## src/logic/usart_pkg.sv

```systemverilog
// Purpose: shared constants and carrier types for the serial transceiver core
// Assumes: 32-bit APB register bus, one register per aligned word
// Notes: all register offsets are byte addresses

package usart_pkg;

	// register byte offsets
	localparam logic [7:0] OFS_DATA = 8'h00;
	localparam logic [7:0] OFS_CSA = 8'h04;
	localparam logic [7:0] OFS_CSB = 8'h08;
	localparam logic [7:0] OFS_CSC = 8'h0C;
	localparam logic [7:0] OFS_BAUD_LO = 8'h10;
	localparam logic [7:0] OFS_BAUD_HI = 8'h14;
	localparam logic [7:0] OFS_POWER = 8'h18;

	// serial_ctrl_status_a fields
	localparam int B_RXC = 7;
	localparam int B_TXC = 6;
	localparam int B_UDRE = 5;
	localparam int B_FE = 4;
	localparam int B_DOR = 3;
	localparam int B_PE = 2;
	localparam int B_U2X = 1;
	// control b fields
	localparam int B_IE_LO = 5;
	localparam int B_RXEN = 4;
	localparam int B_TXEN = 3;
	localparam int B_CSZ2 = 2;
	localparam int B_RXB8 = 1;
	localparam int B_TXB8 = 0;
	// serial_ctrl_status_c fields
	localparam int B_XDIR = 7;
	localparam int B_UMSEL = 6;
	localparam int B_PEN = 5;
	localparam int B_PODD = 4;
	localparam int B_STOP2 = 3;
	localparam int B_CSZ_LO = 1;
	localparam int B_POL = 0;

	// reset values
	localparam logic [7:0] CSC_RESET = 8'h06;
	localparam logic [7:0] POWER_RESET = 8'h00;

	// frame and oversampling counts
	localparam logic [2:0] CSZ_NINE = 3'h7;
	localparam logic [3:0] NBITS_BASE = 4'h5;
	localparam logic [3:0] NBITS_NINE = 4'h9;
	localparam logic [3:0] OS_LAST_NORMAL = 4'hF;
	localparam logic [3:0] OS_LAST_DOUBLE = 4'h7;
	localparam logic [3:0] OS_VOTE_NORMAL = 4'h9;
	localparam logic [3:0] OS_VOTE_DOUBLE = 4'h5;

	typedef struct packed {
		logic psel;
		logic penable;
		logic pwrite;
		logic [7:0] paddr;
		logic [31:0] pwdata;
	} apb_req_t;

	typedef struct packed {
		logic [31:0] prdata;
		logic pready;
		logic pslverr;
	} apb_rsp_t;

	typedef struct packed {
		logic out;
		logic oe;
	} xck_drv_t;

	typedef struct packed {
		logic rx_complete;
		logic tx_complete;
		logic data_empty;
	} irq_t;

	typedef struct packed {
		logic [8:0] data;
		logic fe;
		logic dor;
		logic pe;
	} rx_entry_t;

	typedef enum logic [2:0] {TX_IDLE, TX_START, TX_DATA, TX_PARITY, TX_STOP1, TX_STOP2} tx_state_t;
	typedef enum logic [2:0] {RX_IDLE, RX_START, RX_DATA, RX_PARITY, RX_STOP} rx_state_t;

endpackage

```

## src/logic/usart_core.sv

```systemverilog
// Purpose: serial transceiver core with baud generator, sync clocking and receive FIFO
// Assumes: rxd already synchronous to pclk, xck_in is synchronised inside; APB slave
// Notes: every output is taken from the single state register

`timescale 1ns/1ps

module usart_core #(
	parameter int DIV_W = 12
) (
	input wire logic pclk,
	input wire logic presetn,
	input wire usart_pkg::apb_req_t apb_req,
	output usart_pkg::apb_rsp_t apb_rsp,
	input wire logic rxd,
	output logic txd,
	input wire logic xck_in,
	output usart_pkg::xck_drv_t xck_drv,
	output usart_pkg::irq_t irq
);
	import usart_pkg::*;

	typedef struct packed {
		apb_rsp_t rsp;
		logic u2x;
		logic [2:0] irq_en;
		logic rx_en;
		logic tx_en;
		logic csz2;
		logic tx_b8;
		logic [7:0] ctrl_c;
		logic [DIV_W-1:0] divisor;
		logic pwr;
		logic [DIV_W-1:0] baud_cnt;
		xck_drv_t transfer_clock_pin;
		logic [2:0] xs;
		logic [3:0] tx_ps;
		tx_state_t tx_st;
		logic [3:0] tx_idx;
		logic [8:0] tx_sh;
		logic tx_par;
		logic txd;
		logic [8:0] tx_buf;
		logic tx_full;
		logic tx_done;
		rx_state_t rx_st;
		logic [3:0] rx_os;
		logic [1:0] rx_hist;
		logic [3:0] rx_idx;
		logic [8:0] rx_sh;
		logic rx_pbit;
		rx_entry_t held;
		logic held_v;
		logic dor_pend;
		rx_entry_t [1:0] fifo;
		logic rd_ptr;
		logic [1:0] cnt;
		irq_t irq;
	} state_t;

	state_t st;
	state_t nx;
	logic run, sync_m, master, dbl, pol, pen, odd;
	logic [2:0] csz;
	logic [3:0] nbits, ps_last, os_last, os_vote;
	logic [8:0] dmask, rx_data;
	logic access, done, wr, rd, wr_lo, wr_data, miss, pop, push, space;
	logic [31:0] rdata;
	rx_entry_t head, entry, pword;
	logic tick, slv_rise, slv_fall, x_rise, x_fall, chg, smp;
	logic tx_evt, tx_load, tx_end, rx_evt, rx_val, vote, start_det, frame_done;
	logic wr_idx;

	// next-state logic for the whole block
	always_comb begin
		nx = st;
		run = !st.pwr;
		sync_m = st.ctrl_c[B_UMSEL];
		master = sync_m & st.ctrl_c[B_XDIR];
		dbl = st.u2x & !sync_m;
		pol = st.ctrl_c[B_POL];
		pen = st.ctrl_c[B_PEN];
		odd = st.ctrl_c[B_PODD];
		csz = {st.csz2, st.ctrl_c[B_CSZ_LO+1:B_CSZ_LO]};
		nbits = (csz == CSZ_NINE) ? NBITS_NINE : NBITS_BASE + {2'b00, csz[1:0]};
		dmask = 9'h1FF >> (NBITS_NINE - nbits);
		ps_last = dbl ? OS_LAST_DOUBLE : OS_LAST_NORMAL;
		os_last = dbl ? OS_LAST_DOUBLE : OS_LAST_NORMAL;
		os_vote = dbl ? OS_VOTE_DOUBLE : OS_VOTE_NORMAL;
		tick = run && (st.baud_cnt == '0);
		head = (st.cnt != 2'h0) ? st.fifo[st.rd_ptr] : '0;

		// APB: one wait state, effects only at the completing edge
		access = apb_req.psel && apb_req.penable;
		done = access && st.rsp.pready;
		wr = done && apb_req.pwrite;
		rd = done && !apb_req.pwrite;
		wr_lo = wr && (apb_req.paddr == OFS_BAUD_LO);
		wr_data = wr && (apb_req.paddr == OFS_DATA);
		pop = rd && (apb_req.paddr == OFS_DATA) && (st.cnt != 2'h0);
		rdata = '0;
		miss = 1'b0;
		case (apb_req.paddr)
			OFS_DATA: rdata[7:0] = head.data[7:0];
			OFS_CSA: rdata[7:0] = {st.cnt != 2'h0, st.tx_done, !st.tx_full, head.fe,
				head.dor, head.pe, st.u2x, 1'b0};
			OFS_CSB: rdata[7:0] = {st.irq_en, st.rx_en, st.tx_en, st.csz2, head.data[8], st.tx_b8};
			OFS_CSC: rdata[7:0] = st.ctrl_c;
			OFS_BAUD_LO: rdata[7:0] = st.divisor[7:0];
			OFS_BAUD_HI: rdata[DIV_W-9:0] = st.divisor[DIV_W-1:8];
			OFS_POWER: rdata[0] = st.pwr;
			default: miss = 1'b1;
		endcase
		nx.rsp.pready = access && !st.rsp.pready;
		nx.rsp.prdata = (access && !st.rsp.pready && !apb_req.pwrite) ? rdata : 32'h0;
		nx.rsp.pslverr = access && !st.rsp.pready && miss;

		// register writes come first so hardware events below win over clears
		if (wr) begin
			case (apb_req.paddr)
				OFS_DATA: begin
					nx.tx_buf = {(csz == CSZ_NINE) & st.tx_b8, apb_req.pwdata[7:0]};
					nx.tx_full = 1'b1;
				end
				OFS_CSA: begin
					nx.u2x = apb_req.pwdata[B_U2X];
					if (apb_req.pwdata[B_TXC]) begin
						nx.tx_done = 1'b0;
					end
				end
				OFS_CSB: begin
					nx.irq_en = apb_req.pwdata[B_IE_LO+2:B_IE_LO];
					nx.rx_en = apb_req.pwdata[B_RXEN];
					nx.tx_en = apb_req.pwdata[B_TXEN];
					nx.csz2 = apb_req.pwdata[B_CSZ2];
					nx.tx_b8 = apb_req.pwdata[B_TXB8];
				end
				OFS_CSC: nx.ctrl_c = apb_req.pwdata[7:0];
				OFS_BAUD_LO: nx.divisor[7:0] = apb_req.pwdata[7:0];
				OFS_BAUD_HI: nx.divisor[DIV_W-1:8] = apb_req.pwdata[DIV_W-9:0];
				OFS_POWER: nx.pwr = apb_req.pwdata[0];
				default: nx.pwr = st.pwr;
			endcase
		end

		// baud down-counter; reload uses the freshly written divisor
		nx.baud_cnt = (!run || tick || wr_lo) ? nx.divisor : st.baud_cnt - DIV_W'(1);

		// transfer clock: master toggles per baud pulse, slave is synchronised
		nx.xs = {st.xs[1], st.xs[0], xck_in};
		slv_rise = st.xs[1] & !st.xs[2];
		slv_fall = !st.xs[1] & st.xs[2];
		nx.transfer_clock_pin.out = (master && run) ? (st.transfer_clock_pin.out ^ tick) : 1'b0;
		nx.transfer_clock_pin.oe = master;
		x_rise = master ? (tick & !st.transfer_clock_pin.out) : slv_rise;
		x_fall = master ? (tick & st.transfer_clock_pin.out) : slv_fall;
		chg = sync_m && run && (pol ? x_fall : x_rise);
		smp = sync_m && run && (pol ? x_rise : x_fall);

		// transmit prescaler and bit events
		tx_evt = sync_m ? chg : (tick && (st.tx_ps == ps_last));
		if (!run || sync_m) begin
			nx.tx_ps = 4'h0;
		end else if (tick) begin
			nx.tx_ps = (st.tx_ps == ps_last) ? 4'h0 : st.tx_ps + 4'h1;
		end

		// transmitter: state names what is currently on the line
		tx_load = 1'b0;
		tx_end = 1'b0;
		if (!run || !st.tx_en) begin
			nx.tx_st = TX_IDLE;
			nx.txd = 1'b1;
		end else if (tx_evt) begin
			unique case (st.tx_st)
				TX_IDLE: tx_load = st.tx_full;
				TX_START: begin
					nx.txd = st.tx_sh[0];
					nx.tx_sh = st.tx_sh >> 1;
					nx.tx_idx = 4'h1;
					nx.tx_st = TX_DATA;
				end
				TX_DATA: begin
					if (st.tx_idx == nbits) begin
						nx.txd = pen ? st.tx_par : 1'b1;
						nx.tx_st = pen ? TX_PARITY : TX_STOP1;
					end else begin
						nx.txd = st.tx_sh[0];
						nx.tx_sh = st.tx_sh >> 1;
						nx.tx_idx = st.tx_idx + 4'h1;
					end
				end
				TX_PARITY: begin
					nx.txd = 1'b1;
					nx.tx_st = TX_STOP1;
				end
				TX_STOP1: begin
					if (st.ctrl_c[B_STOP2]) begin
						nx.tx_st = TX_STOP2;
					end else begin
						tx_end = 1'b1;
					end
				end
				TX_STOP2: tx_end = 1'b1;
			endcase
			if (tx_end) begin
				if (st.tx_full) begin
					tx_load = 1'b1;
				end else begin
					nx.tx_st = TX_IDLE;
					nx.tx_done = 1'b1;
				end
			end
			if (tx_load) begin
				nx.tx_sh = st.tx_buf & dmask;
				nx.tx_par = ^(st.tx_buf & dmask) ^ odd;
				nx.txd = 1'b0;
				nx.tx_st = TX_START;
				if (!wr_data) begin
					nx.tx_full = 1'b0;
				end
			end
		end

		// receiver sampling: three-sample majority around the bit centre in async mode, a single rxd sample at the clock edge in sync mode
		vote = (st.rx_hist[1] & st.rx_hist[0]) | (st.rx_hist[1] & rxd) |
			(st.rx_hist[0] & rxd);
		rx_evt = sync_m ? smp : (tick && (st.rx_os == os_vote));
		rx_val = sync_m ? rxd : vote;
		if (tick && !sync_m) begin
			nx.rx_hist = {st.rx_hist[0], rxd};
			nx.rx_os = (st.rx_os == os_last) ? 4'h0 : st.rx_os + 4'h1;
		end
		start_det = 1'b0;
		frame_done = 1'b0;
		if (!run || !st.rx_en) begin
			nx.rx_st = RX_IDLE;
		end else begin
			unique case (st.rx_st)
				RX_IDLE: begin
					if (!sync_m && tick && !rxd) begin
						nx.rx_st = RX_START;
						nx.rx_os = 4'h1;
					end else if (sync_m && smp && !rxd) begin
						start_det = 1'b1;
						nx.rx_idx = 4'h0;
						nx.rx_st = RX_DATA;
					end
				end
				RX_START: begin
					if (rx_evt) begin
						start_det = !rx_val;
						nx.rx_idx = 4'h0;
						nx.rx_st = rx_val ? RX_IDLE : RX_DATA;
					end
				end
				RX_DATA: begin
					if (rx_evt) begin
						nx.rx_sh = {rx_val, st.rx_sh[8:1]};
						nx.rx_idx = st.rx_idx + 4'h1;
						if (st.rx_idx + 4'h1 == nbits) begin
							nx.rx_st = pen ? RX_PARITY : RX_STOP;
						end
					end
				end
				RX_PARITY: begin
					if (rx_evt) begin
						nx.rx_pbit = rx_val;
						nx.rx_st = RX_STOP;
					end
				end
				RX_STOP: begin
					if (rx_evt) begin
						frame_done = 1'b1;
						nx.rx_st = RX_IDLE;
					end
				end
			endcase
		end
		rx_data = st.rx_sh >> (NBITS_NINE - nbits);
		entry.data = rx_data;
		entry.fe = !rx_val;
		entry.dor = st.dor_pend;
		entry.pe = pen && (st.rx_pbit != (^rx_data ^ odd));

		// receive FIFO with a separate held entry register as a third level
		space = (st.cnt != 2'h2) || pop;
		push = 1'b0;
		pword = entry;
		if (start_det && st.held_v && !space) begin
			nx.held_v = 1'b0;
			nx.dor_pend = 1'b1;
		end
		if (frame_done) begin
			nx.dor_pend = 1'b0;
			if (space) begin
				push = 1'b1;
			end else begin
				nx.held = entry;
				nx.held_v = 1'b1;
			end
		end else if (st.held_v && space) begin
			push = 1'b1;
			pword = st.held;
			nx.held_v = 1'b0;
		end
		wr_idx = st.rd_ptr ^ st.cnt[0];
		if (push) begin
			nx.fifo[wr_idx] = pword;
		end
		if (pop) begin
			nx.rd_ptr = ~st.rd_ptr;
		end
		nx.cnt = 2'(st.cnt + {1'b0, push} - {1'b0, pop});

		// interrupt request levels
		nx.irq.rx_complete = st.irq_en[2] && (st.cnt != 2'h0);
		nx.irq.tx_complete = st.irq_en[1] && st.tx_done;
		nx.irq.data_empty = st.irq_en[0] && !st.tx_full;
	end

	// single state register; line idles high, frame format at its reset code
	always_ff @(posedge pclk or negedge presetn) begin
		if (!presetn) begin
			st <= '0;
			st.txd <= 1'b1;
			st.ctrl_c <= CSC_RESET;
			st.pwr <= POWER_RESET[0];
		end else begin
			st <= nx;
		end
	end

	assign apb_rsp = st.rsp;
	assign txd = st.txd;
	assign xck_drv = st.transfer_clock_pin;
	assign irq = st.irq;

	// checks kept beside the logic they guard
	a_baud_reload: assert property (@(posedge pclk) disable iff (!presetn)
		(tick && !wr_lo) |=> (st.baud_cnt == st.divisor))
		else $error("baud counter did not reload the divisor");
	a_baud_period: assert property (@(posedge pclk) disable iff (!presetn)
		(tick && st.divisor == DIV_W'(1) && !wr_lo) ##1 (run && !wr_lo) ##1 run |-> tick)
		else $error("baud pulse spacing wrong for divisor one");
	a_xck_async_off: assert property (@(posedge pclk) disable iff (!presetn)
		!st.ctrl_c[B_UMSEL] |=> !xck_drv.oe)
		else $error("transfer clock driven outside synchronous mode");
	a_slave_latency: assert property (@(posedge pclk) disable iff (!presetn)
		(sync_m && !master && slv_rise) |-> ($past(xck_in, 2) && !$past(xck_in, 3)))
		else $error("slave clock edge not two cycles late");
	a_tx_div_normal: assert property (@(posedge pclk) disable iff (!presetn)
		(tx_evt && !sync_m && !st.u2x && run && st.divisor == '0) |=> !tx_evt [*8])
		else $error("transmit event too soon in normal mode");
	a_fifo_pop: assert property (@(posedge pclk) disable iff (!presetn)
		(pop && !push) |=> (st.cnt == $past(st.cnt) - 2'h1))
		else $error("data read did not pop the FIFO");
	a_overrun_mark: assert property (@(posedge pclk) disable iff (!presetn)
		(start_det && st.held_v && !space) |=> (st.dor_pend && !st.held_v))
		else $error("overrun not marked on start with full buffers");
	a_tx_parity: assert property (@(posedge pclk) disable iff (!presetn)
		(st.tx_st == TX_PARITY) |-> (txd == st.tx_par))
		else $error("parity bit not on the line");
	a_tx_line_idle: assert property (@(posedge pclk) disable iff (!presetn)
		(st.tx_st == TX_IDLE) |-> txd)
		else $error("line not high while transmitter idle");
	a_tx_buffered: assert property (@(posedge pclk) disable iff (!presetn)
		wr_data |=> st.tx_full)
		else $error("data write did not fill the transmit buffer");

endmodule

```

## config.mk

```make
export PLATFORM = sky130hd
export DESIGN_NAME = usart_core
export DESIGN_NICKNAME = d
export VERILOG_FILES = /design/src/logic/usart_pkg.sv /design/src/logic/usart_core.sv
export SDC_FILE = /design/constraint.sdc
export NUM_CORES = 1
export LEC_CHECK = 0
export BUFFER_PORTS_ARGS = -buffer_cell sky130_fd_sc_hd__buf_2
export CAP_MARGIN = 20
export CELL_PAD_IN_SITES_DETAIL_PLACEMENT = 1
export CELL_PAD_IN_SITES_GLOBAL_PLACEMENT = 1
export CORE_MARGIN = 1
export CORE_UTILIZATION = 45
export CTS_CLUSTER_DIAMETER = 40
export CTS_CLUSTER_SIZE = 8
export DETAILED_ROUTE_END_ITERATION = 16
export GPL_TIMING_DRIVEN = 0
export PLACE_DENSITY_LB_ADDON = 0.1
export SKIP_CTS_REPAIR_TIMING = 1
export SYNTH_ARGS = -nofsm -noshare
export SYNTH_HDL_FRONTEND = slang
export SYNTH_SLANG_ARGS = --single-unit
```

## constraint.sdc

```tcl
create_clock -name pclk -period 8.5 [get_ports pclk]
set_input_delay 1.7 -clock pclk [delete_from_list [all_inputs] [get_ports pclk]]
set_output_delay 1.7 -clock pclk [all_outputs]
set_load 0.01 [all_outputs]
```

; Word level (Yosys, flattened, before mapping)
; Cells that the tools add are included.
[totals]
ff_bits = 156
out_inout_bits = 40
[classes]
addsub = 9
order_cmp = 3
n_eq_ne = 35
n_shift = 2
mux = 103
n_bitwise = 21
reduce_logical = 78
[op_table]
columns = op, n
row1 = $mux W12, 7
row2 = $mux W4, 14
row3 = $mux W3, 15
row4 = $mux W1, 42
row5 = $mux W13, 3
row6 = $logic_and A1 B1 Y1, 30
row7 = $pmux W13 S2, 1
row8 = $bwmux W24, 1
row9 = $eq A8 B5 Y1 const B, 3
row10 = $eq A4 B4 Y1, 5
row11 = $pmux W4 S5, 1
row12 = $mux W18, 1
row13 = $ne A3 B3 Y1 const B, 6
row14 = $pmux W3 S6, 1
row15 = $reduce_xor A9 Y1, 2
row16 = $add A4 B1 Y4 const B, 4
row17 = $eq A8 B4 Y1 const B, 2
row18 = $mux W8, 2
row19 = $pmux W3 S5, 1
row20 = $reduce_and A2 Y1, 7
row21 = $logic_not A1 Y1, 13
row22 = $demux W12 S1, 1
row23 = $eq A3 B2 Y1 const B, 4
row24 = $eq A3 B3 Y1 const B, 4
row25 = other kinds (38), 81

; Longest topological paths before layout
; Gate-level depths: netlist of run 1.
[logic_depth]
ltp_word = 17
mapped_depth = 17
depth_no_buf = 16

; Least setup slack after synthesis of run 1
; No wires, ideal clock.
[synth_timing]
path_kind = in2reg
startpoint = input apb_req[36] (netlist bit)
endpoint = register st[4] (netlist bit)
setup_ns = 0.124
t_arrival_ns = 3.728
path_slack_ns = 4.649
path_stages = 10
path_buffers = 1
path_cell_list = clkbuf_1 nor4_1 nand2_1 o311ai_0 o21ai_2 ha_1 inv_1 ha_1 xnor2_1 xnor2_1
[synth_lines]
columns = item, line_no
row1 = start: declaration, usart_core.sv:12  ; input wire usart_pkg::apb_req_t apb_req,
row2 = end signal: assignment, usart_core.sv:329  ; st <= nx;
row3 = end: declaration, usart_core.sv:60  ; state_t st;

; Worst setup path after layout of run 1
[layout_timing]
startpoint = input apb_req[34] (netlist bit)
endpoint = register st[16] (netlist bit)
[layout_via]
elab_chain_cells = 8
[layout_rtl]
columns = item, line_no
row1 = $logic_not A8 Y1 *, usart_core.sv:99  ; pop = rd && (apb_req.paddr == OFS_DATA) && (st.cnt != 2'h0);
row2 = $logic_and A1 B1 Y1 * (2 in series), usart_core.sv:99
row3 = $logic_or A1 B1 Y1 *, usart_core.sv:286  ; space = (st.cnt != 2'h2) || pop;
row4 = $logic_and A1 B1 Y1, usart_core.sv:301  ; end else if (st.held_v && space) begin
row5 = $mux W12, usart_core.sv:301
row6 = $mux W12, usart_core.sv:293  ; if (frame_done) begin
row7 = $bwmux W24, usart_core.sv:308  ; nx.fifo[wr_idx] = pword;
; Mark *: on every way between the ends. The rest lies on a longest branch, timed or not.
; A chain may end at the register's enable or synchronous reset.

==> results of run 1 <==
## kinds of logic (layout without fill, tap and decap cells)
group                    after synthesis  after routing
adder cells (fa/ha/maj)               16             16
multiplexers                         100            100
other                                  1             24
AO/OA/AOI/OAI                        182            182
buffers and inverters                 99            170
flip-flops                           156            156
AND/OR/NAND/NOR                      286            286
XOR/XNOR                              38             38
## synthesized netlist by cell type (3+ instances only)
master	n
nand4_1	3
o21ai_2	10
nand3_1	18
a22o_1	6
nor2_1	68
nor4_1	5
mux2_2	61
nor3b_1	7
nand3b_1	5
dfstp_2	3
o21ai_0	65
or3_1	5
a31oi_1	4
inv_1	22
o211ai_1	3
o22ai_1	7
a21oi_1	41
buf_4	40
a211oi_1	7
ha_1	16
a21o_1	3
nand2b_1	9
mux4_2	7
mux2i_1	30
nor2b_1	17
clkbuf_1	27
and2_1	3
buf_1	3
a211o_1	4
buf_6	3
nand2_1	107
xor2_1	13
nand4b_1	5
buf_2	4
a22oi_1	6
xnor2_1	23
and3_1	7
nor3_1	15
o21a_1	3
or2_2	3
dfrtp_1	153
## routing by layer
layer  wire [um]  track usage, %  vias to the layer above  share of wire, %
met5          13               0                        -             0.054
met4         425           7.437                        2               1.8
met3        1170           6.075                       40               4.8
met2       12110           44.68                      168                50
met1       10440           31.38                     3463                43
li1            -               -                     3185                 -
## through the flow
step | hold WS [ns] | util (%)
floorplan | 0.3312 | -
global placement | 0.3330 | 49.42
detailed placement | 0.3364 | 49.60
CTS | 0.3494 | 52.58
global route | 0.3675 | 52.61
finish | 0.3481 | 52.61
## worst max-delay path by stage
stage	slack [ns]	endpoint	cells after the start
final	3.94	st[16]$_DFFE_PN0P_	10
after global routing	3.76	st[16]$_DFFE_PN0P_	10
after CTS	4.04	st[16]$_DFFE_PN0P_	10
after detailed placement	3.57	st[16]$_DFFE_PN0P_	10
after global placement	3.44	st[105]$_DFF_PN0_	1
after floorplan	4.65	st[4]$_DFF_PN0_	10
## critical path, delay by kind of cell
kind | cells | cell delay (ns)
simple gates | 5 | 1.34
compound gates | 3 | 1.34
buf+inv | 2 | 0.45
## state kept, by name, summed over array words and instances (netlist names)
| signal | flops |
|---|---|
| st | 131 |
| apb_rsp | 10 |
| csz | 3 |
| irq | 3 |
| nx | 2 |
| xck_drv | 2 |
| entry | 1 |
| odd | 1 |
| pen | 1 |
| pol | 1 |
| txd | 1 |
## power by group
group / internal (mW) / switching (mW) / total, mW
clock: 0.423 / 0.309 / 0.732
sequential: 0.792 / 0.0553 / 0.848
combinational: 0.101 / 0.110 / 0.212
## area by class of cell
cell class / instances / area share [%]
repair buffers: 39 / 2.253
flip-flops and latches: 156 / 39.31
clock buffers: 21 / 4.733
inverters: 22 / 0.8308
well taps: 260 / 3.273
multi-input cells: 646 / 43.96
clock inverters: 11 / 0.9441
plain buffers: 77 / 4.695
==> impl_results.md, run 1 <==
- Layout cell share with drive strength beyond 1: 21.71%
- Setup TNS Final: 0 ns
- WHS Endpoint: nx[102]$_DFF_PN0_
- Setup CP Type: in -> reg
- Synth Area in Adders: 2.291%
- Ports: 87
- # nets final: 1022
- Setup Viol. Count Final: 0
- Tot GR Track Use: about a quarter
- Yosys warns: 0
- Tmin final: 4.564 ns
- DRT Pass-1 Iters: 4
- R2R cell count: 11
- Synth-to-Final Area Change: 13.73%
- Final instance area: 9940 um^2
- WP data arrival: 4.85 ns
- Worst Path Max Fanout: 10
- Post-synth top area cell: dfrtp_1
- Outcome: finished, final reports clean
- Synth Area in Simple Gates: about 16%
- Synthesis-stage register bit count: 156
- Number of global-route vias before repair: between 7000 and 8000
- Multiplexer share of the synthesized area: 13.36%
- Worst skew pair latency: 0.43 ns
- Post-synth EDFFs: 0
- Worst reg2reg path endpoint: st[83]$_DFFE_PN0P_
- Clock-pin slew on the worst setup and hold paths: 0.06 ns
- Sequential fraction of the synthesis area: roughly 45%
- Hold path cells: 0
- Max-slew violations: 0
- Synth unique cells: 70
- Xor/xnor share of the synthesized area: 4.123%
- Post-route insts no fill: 1232
- Critical path origin: apb_req[34]
- DP Area: roughly 9400 um^2
- Antenna viol nets, final: 0
- Synth area leaders: dfrtp_1 (44%), mux2_2 (7.9%), nand2_1 (4.6%), o21ai_0 (3.7%), buf_4 (3.4%)
- Clock Root Buffer: clkbuf_16
- Peak supply drop: around 0.00015 V
- IO buf count: 37
- Final Routed Wirelength: between 20000 and 25000 um
- Gpl congestion: around 0.92
- Setup WS post-layout: 3.936 ns
- Initial Util: 46.26%
- Gate Count Post-Synth: 878
- CTS max path bufs: 2
- Die X: 141.4 um
- Per-cell routed wire length: 19.61 um
- Startpoint Class: primary input
- DRC: 0
- CP required: a little under 9 ns
- Multi-input gate area: 4369 um^2
- F_max: 0.2191 GHz
- Largest net degree at the start of global routing: 82
- Leading cell type in the layout, fill and taps excluded: dfrtp_1
- Via count: 6858
- Max-capacitance violation count: 0
- Grt total ovfl: 0
- Most used DFF post-synth: dfrtp_1
- DP Wirelength: 18120 um
- Reg2reg setup slack: 4.52 ns
- Routed vias/inst: 5.567
- Tot Pwr: 1.791 mW
- DRT iter0 DRCs: approximately 320
- Final period utilization: 53.69%
- Die H: 141.4 um
- Hold wc startpoint: nx[101]$_DFF_PN0_
- Cell Chain, Critical Path: buf_2, nor4_1, nand2_1, o311ai_0, nand2_1, nor2_1, buf_2, nor2_1, a21oi_1, o21ai_0
- First-pass GRT wire length: just under 40000 um
- Synth Area in Compound Gates: 13.44%
- Crit-path max cell delay: 0.89 ns
- Inserted Clock Buffers: 17
- Register Area: 3908 um^2
- Dpl cells: 1199
- Hold WC Path Type: reg -> reg
- Commonest cells after routing, fill and taps aside: dfrtp_1 (153), nand2_1 (107), nor2_1 (68)
- Mean Syn Cell Area: 9.954 um^2
- Slew @ Worst Pin: 0.9771 ns
- Clk sinks: between 150 and 200
- Filler Cell Count: ~2200
- CP max stage cell: o311ai_0
- Worst R2R Start: csz[0]$_DFFE_PN1P_
- Share of the synthesized area in the top cell type: 43.81%
- Std cell rows: 50
- Leakage power: 4.479 nW
- Unrepaired setup endpoints after global routing: no
- Final Hold Vio Count: 0
- Initial antenna violation count: 1
- Syn Std Cell Area: between 8000 and 9000 um^2
- Setup WS pre-CTS: roughly 3.6 ns
- Die Area: 19980 um^2
- CTS tree: yes
- Largest family of logic cells by synthesized area: simple AND/OR/NAND/NOR gates
- Async set or reset register ratio after synthesis: 100.0%
- PwrDens: 180.2 nW/um^2
- CTS H-Tree Depth: 4
- Relative slew margins: about a third
- Clock Skew: around 0.012 ns
- # diodes: 0
- Setup crit end kind: flop
- Core footprint: around 19000 um^2
(Power assumes the default switching activity.)
==> run 2, diff against run 1 <==
ABC_AREA = 1   (was unset)
CORE_UTILIZATION = 40   (was 45)
clock period = 3.7 ns   (was 8.5 ns; I/O delays follow)
==> run 2 against run 1 <==
Die area up 13%; clock skew grew 0.010 ns; global-route usage down 2.3 points; sequential power increased by 100%.
==> impl_results.md, run 2 <==
- Outcome: finished, final reports clean (unchanged)
- Worst Path Buf+Inv: 3 (was 2)
- Clock-pin slew on the worst setup and hold paths: 0.07 ns (was 0.06 ns)
- Clock Skew: 0.02188 ns (was 0.01193 ns)
- # diodes: 0 (unchanged)
- Most frequent cell after synthesis: nand2_1 (was dfrtp_1)
- Final Routed Wirelength: 24570 um (was 24160 um)
- Slew @ Worst Pin: 0.6505 ns (was 0.9771 ns)
- Startpoint Class: flop (was primary input)
- First-pass GRT wire length: 39870 um (was 38940 um)
- Register Area: 3908 um^2 (unchanged)
- Flop pwr share: 47.3% (about the same)
- Final period utilization: 89.11%
- Synth area leaders: dfrtp_1 (44%), nand2_1 (11%), inv_1 (5.9%), o21ai_0 (4.8%), nand3_1 (4.1%) (was dfrtp_1 (44%), mux2_2 (7.9%), nand2_1 (4.6%), o21ai_0 (3.7%), buf_4 (3.4%))
- Hold Slack: 0.2716 ns (was 0.3481 ns)
- IO buf count: 38 (was 37)
- Post-synth EDFFs: 0 (unchanged)
- Filler Cell Count: 2642 (was 2166)
- Critical path origin: st[114]$_DFF_PN0_ (was apb_req[34])
- Max-capacitance violation count: 0 (unchanged)
- Layout cell share with drive strength beyond 1: 17.25% (was 21.71%)
- Yosys warns: 0 (unchanged)
- Clock Root Buffer: clkbuf_16 (unchanged)
- Peak supply drop: 0.0002268 V (was 0.0001491 V)
- Multi-input gate area: 3945 um^2 (was 4369 um^2)
- CP top delay family: simple AND/OR/NAND/NOR gates (unchanged)
- DRC: 0 (unchanged)
- Die X: 150.2 um (was 141.4 um)
- Antenna viol nets, final: 0 (unchanged)
- Int Pwr: 2.733 mW (was 1.317 mW)
- CTS H-Tree Depth: 4 (unchanged)
- CTS max path bufs: 2 (unchanged)
- F_max: around 0.3 GHz
- Post-route insts no fill: 1469 (was 1232)
- Number of global-route vias before repair: 7542 (was 7319)
- # nets final: 1244 (was 1022)
- Max reg flops: 131 (unchanged)
- Worst skew pair latency: 0.45 ns (was 0.43 ns)
- Combinational Power Share: 4.9% (was 11.8%)
- CTS tree: yes (unchanged)
- Sequential fraction of the synthesis area: 44.46% (was 44.71%)
- Tmin final: 3.297 ns
- Commonest cells post-synth: nand2_1 (263), dfrtp_1 (153), inv_1 (139), o21ai_0 (84), nor2_1 (75) (was dfrtp_1 (153), nand2_1 (107), nor2_1 (68), o21ai_0 (65), mux2_2 (61))
- Post-synth top area cell: dfrtp_1 (unchanged)
- Max-slew violations: 0 (unchanged)
- Die H: 150.2 um (was 141.4 um)
- Routed vias/inst: 5.033 (was 5.567)
- Gate Count Post-Synth: 1101 (was 878)
- Worst R2R Start: st[114]$_DFF_PN0_ (was csz[0]$_DFFE_PN1P_)
- Setup crit end kind: flop (unchanged)
- Tot GR Track Use: 23.27% (was 25.57%)
- Synth-to-Final Area Change: 14.08% (was 13.73%)
- Switching share of power: 25.51% (was 26.47%)
- Setup CP Type: reg -> reg (was in -> reg)
- CP required: 4.06 ns (was 8.78 ns)
- Via count: 7394 (was 6858)
- Final Hold Vio Count: 0 (unchanged)
- Std cell rows: 53 (was 50)
- PwrDens: 365.8 nW/um^2 (was 180.2 nW/um^2)
- Leakage power: 5.099 nW (was 4.479 nW)
- Commonest cells after routing, fill and taps aside: nand2_1 (263), dfrtp_1 (153), inv_1 (139) (was dfrtp_1 (153), nand2_1 (107), nor2_1 (68))
- CP max stage cell: nor3_1 (was o311ai_0)
- Core footprint: 21290 um^2 (was 18890 um^2)
- Initial Util: 41.29% (was 46.26%)
- Synth unique cells: 58 (was 70)
- Relative slew margins: 56.48% (was 34.03%)
- Most used DFF post-synth: dfrtp_1 (unchanged)
- Gpl congestion: 0.8369 (was 0.9218)
- Tot Pwr: 3.668 mW (was 1.791 mW)
- Synthesis-stage register bit count: 156 (unchanged)
- Async set or reset register ratio after synthesis: 100.0% (unchanged)
- Clock share of power: 47.9% (was 40.9%)
- Unrepaired setup endpoints after global routing: no (unchanged)
- Ports: 87 (unchanged)
- DP Wirelength: 18400 um (was 18120 um)
- Die Area: 22570 um^2 (was 19980 um^2)
- Syn Std Cell Area: 8790 um^2 (was 8740 um^2)
- Share of the synthesized area in the top cell type: 43.56% (was 43.81%)
- WP data arrival: 3.66 ns (was 4.85 ns)
- Clk sinks: 156 (unchanged)
- Crit-path max cell delay: 0.46 ns (was 0.89 ns)
- Initial antenna violation count: 0 (was 1)
- Cell Chain, Critical Path: nor2_1, nand3_1, nor3_1, ha_1, nand2_1, nand2_1, nor2_1, nor2_1, o21ai_1, nand2_4, inv_2, nor2_8, nand2_4, a21oi_2, inv_2, ha_1, inv_1, ha_1, xnor2_1 (was buf_2, nor4_1, nand2_1, o311ai_0, nand2_1, nor2_1, buf_2, nor2_1, a21oi_1, o21ai_0)
- Grt total ovfl: 0 (unchanged)
- Worst Path Max Fanout: 4 (was 10)
- Leading cell type in the layout, fill and taps excluded: nand2_1 (was dfrtp_1)
- Largest net degree at the start of global routing: 81 (was 82)
- Dpl cells: 1438 (was 1199)
- DRT Pass-1 Iters: 5 (was 4)
- Most flops, register: st (unchanged)
- Mean Syn Cell Area: 7.983 um^2 (was 9.954 um^2)
- Per-cell routed wire length: 16.72 um (was 19.61 um)
- Inserted Clock Buffers: 17 (unchanged)
- Setup Viol. Count Final: 0 (unchanged)
- Hold WC Path Type: in -> async (was reg -> reg)
- Net Sw Power: 935.7 uW (was 474.2 uW)
- DRT iter0 DRCs: 380 (was 323)
## run 2: logic make-up after synthesis
family	after synthesis	share of synthesized area [%]
simple gates	474	24.04
buf+inv	217	11.64
compound gates	202	13.89
flops	156	44.46
xor+xnor	29	2.890
fa+ha+maj	16	2.278
mux	6	0.7544
other cells	1	0.04266
## run 2: cell type report
type,count,share of cell area [%]
multi-input combinational,751,39.34
sequential,156,38.97
inverter,154,5.790
buffer,62,4.392
clock buffer,18,4.280
tap,275,3.432
timing repair buffer,39,2.271
clock inverter,14,1.522
## run 2: routing by layer
layer / up-vias / part of all wire [%] / global-route usage (%)
li1: 3655 / - / -
met1: 3633 / 47 / 31.14
met2: 85 / 49 / 39.40
met3: 21 / 2.7 / 3.697
met4: 0 / 1.2 / 5.303
met5: - / 0 / 0
## run 2: worst paths after layout
| check | cells after the start | slack [ns] | endpoint |
|---|---|---|---|
| worst max-delay path | 19 | 0.40 | st[4]$_DFF_PN0_ |
| worst min-delay path | 1 | 0.27 | st[47]$_DFFE_PN0P_ |
| worst max register to register | 19 | 0.40 | st[4]$_DFF_PN0_ |
| worst min register to register | 0 | 0.36 | nx[102]$_DFF_PN0_ |
| max in group asynchronous | 2 | 2.59 | csz[1]$_DFFE_PN1P_ |
| min in group pclk | 0 | 0.36 | nx[102]$_DFF_PN0_ |
## run 2: power groups by stage
| stage | Sequential (mW) | Clock (mW) | Combinational [mW] |
|---|---|---|---|
| global placement | 1.77 | 0 | 0.173 |
| global route | 1.74 | 1.87 | 0.203 |
| floorplan | 1.76 | 0 | 0.0954 |
| finish | 1.73 | 1.76 | 0.178 |
| CTS | 1.73 | 1.81 | 0.182 |
| detailed placement | 1.77 | 0 | 0.181 |
## run 2: per-stage QoR
stage	instance area (um^2)	TNS, ns	setup slack (ns)	util, %
finish	10030	0	0.4030	47.11
global route	10030	0	0.09817	47.11
CTS	10030	0	0.06428	47.12
detailed placement	9448	0	0.1254	44.38
global placement	9410	-101.90	-0.6754	44.21
floorplan	8876	0	0.9700	-
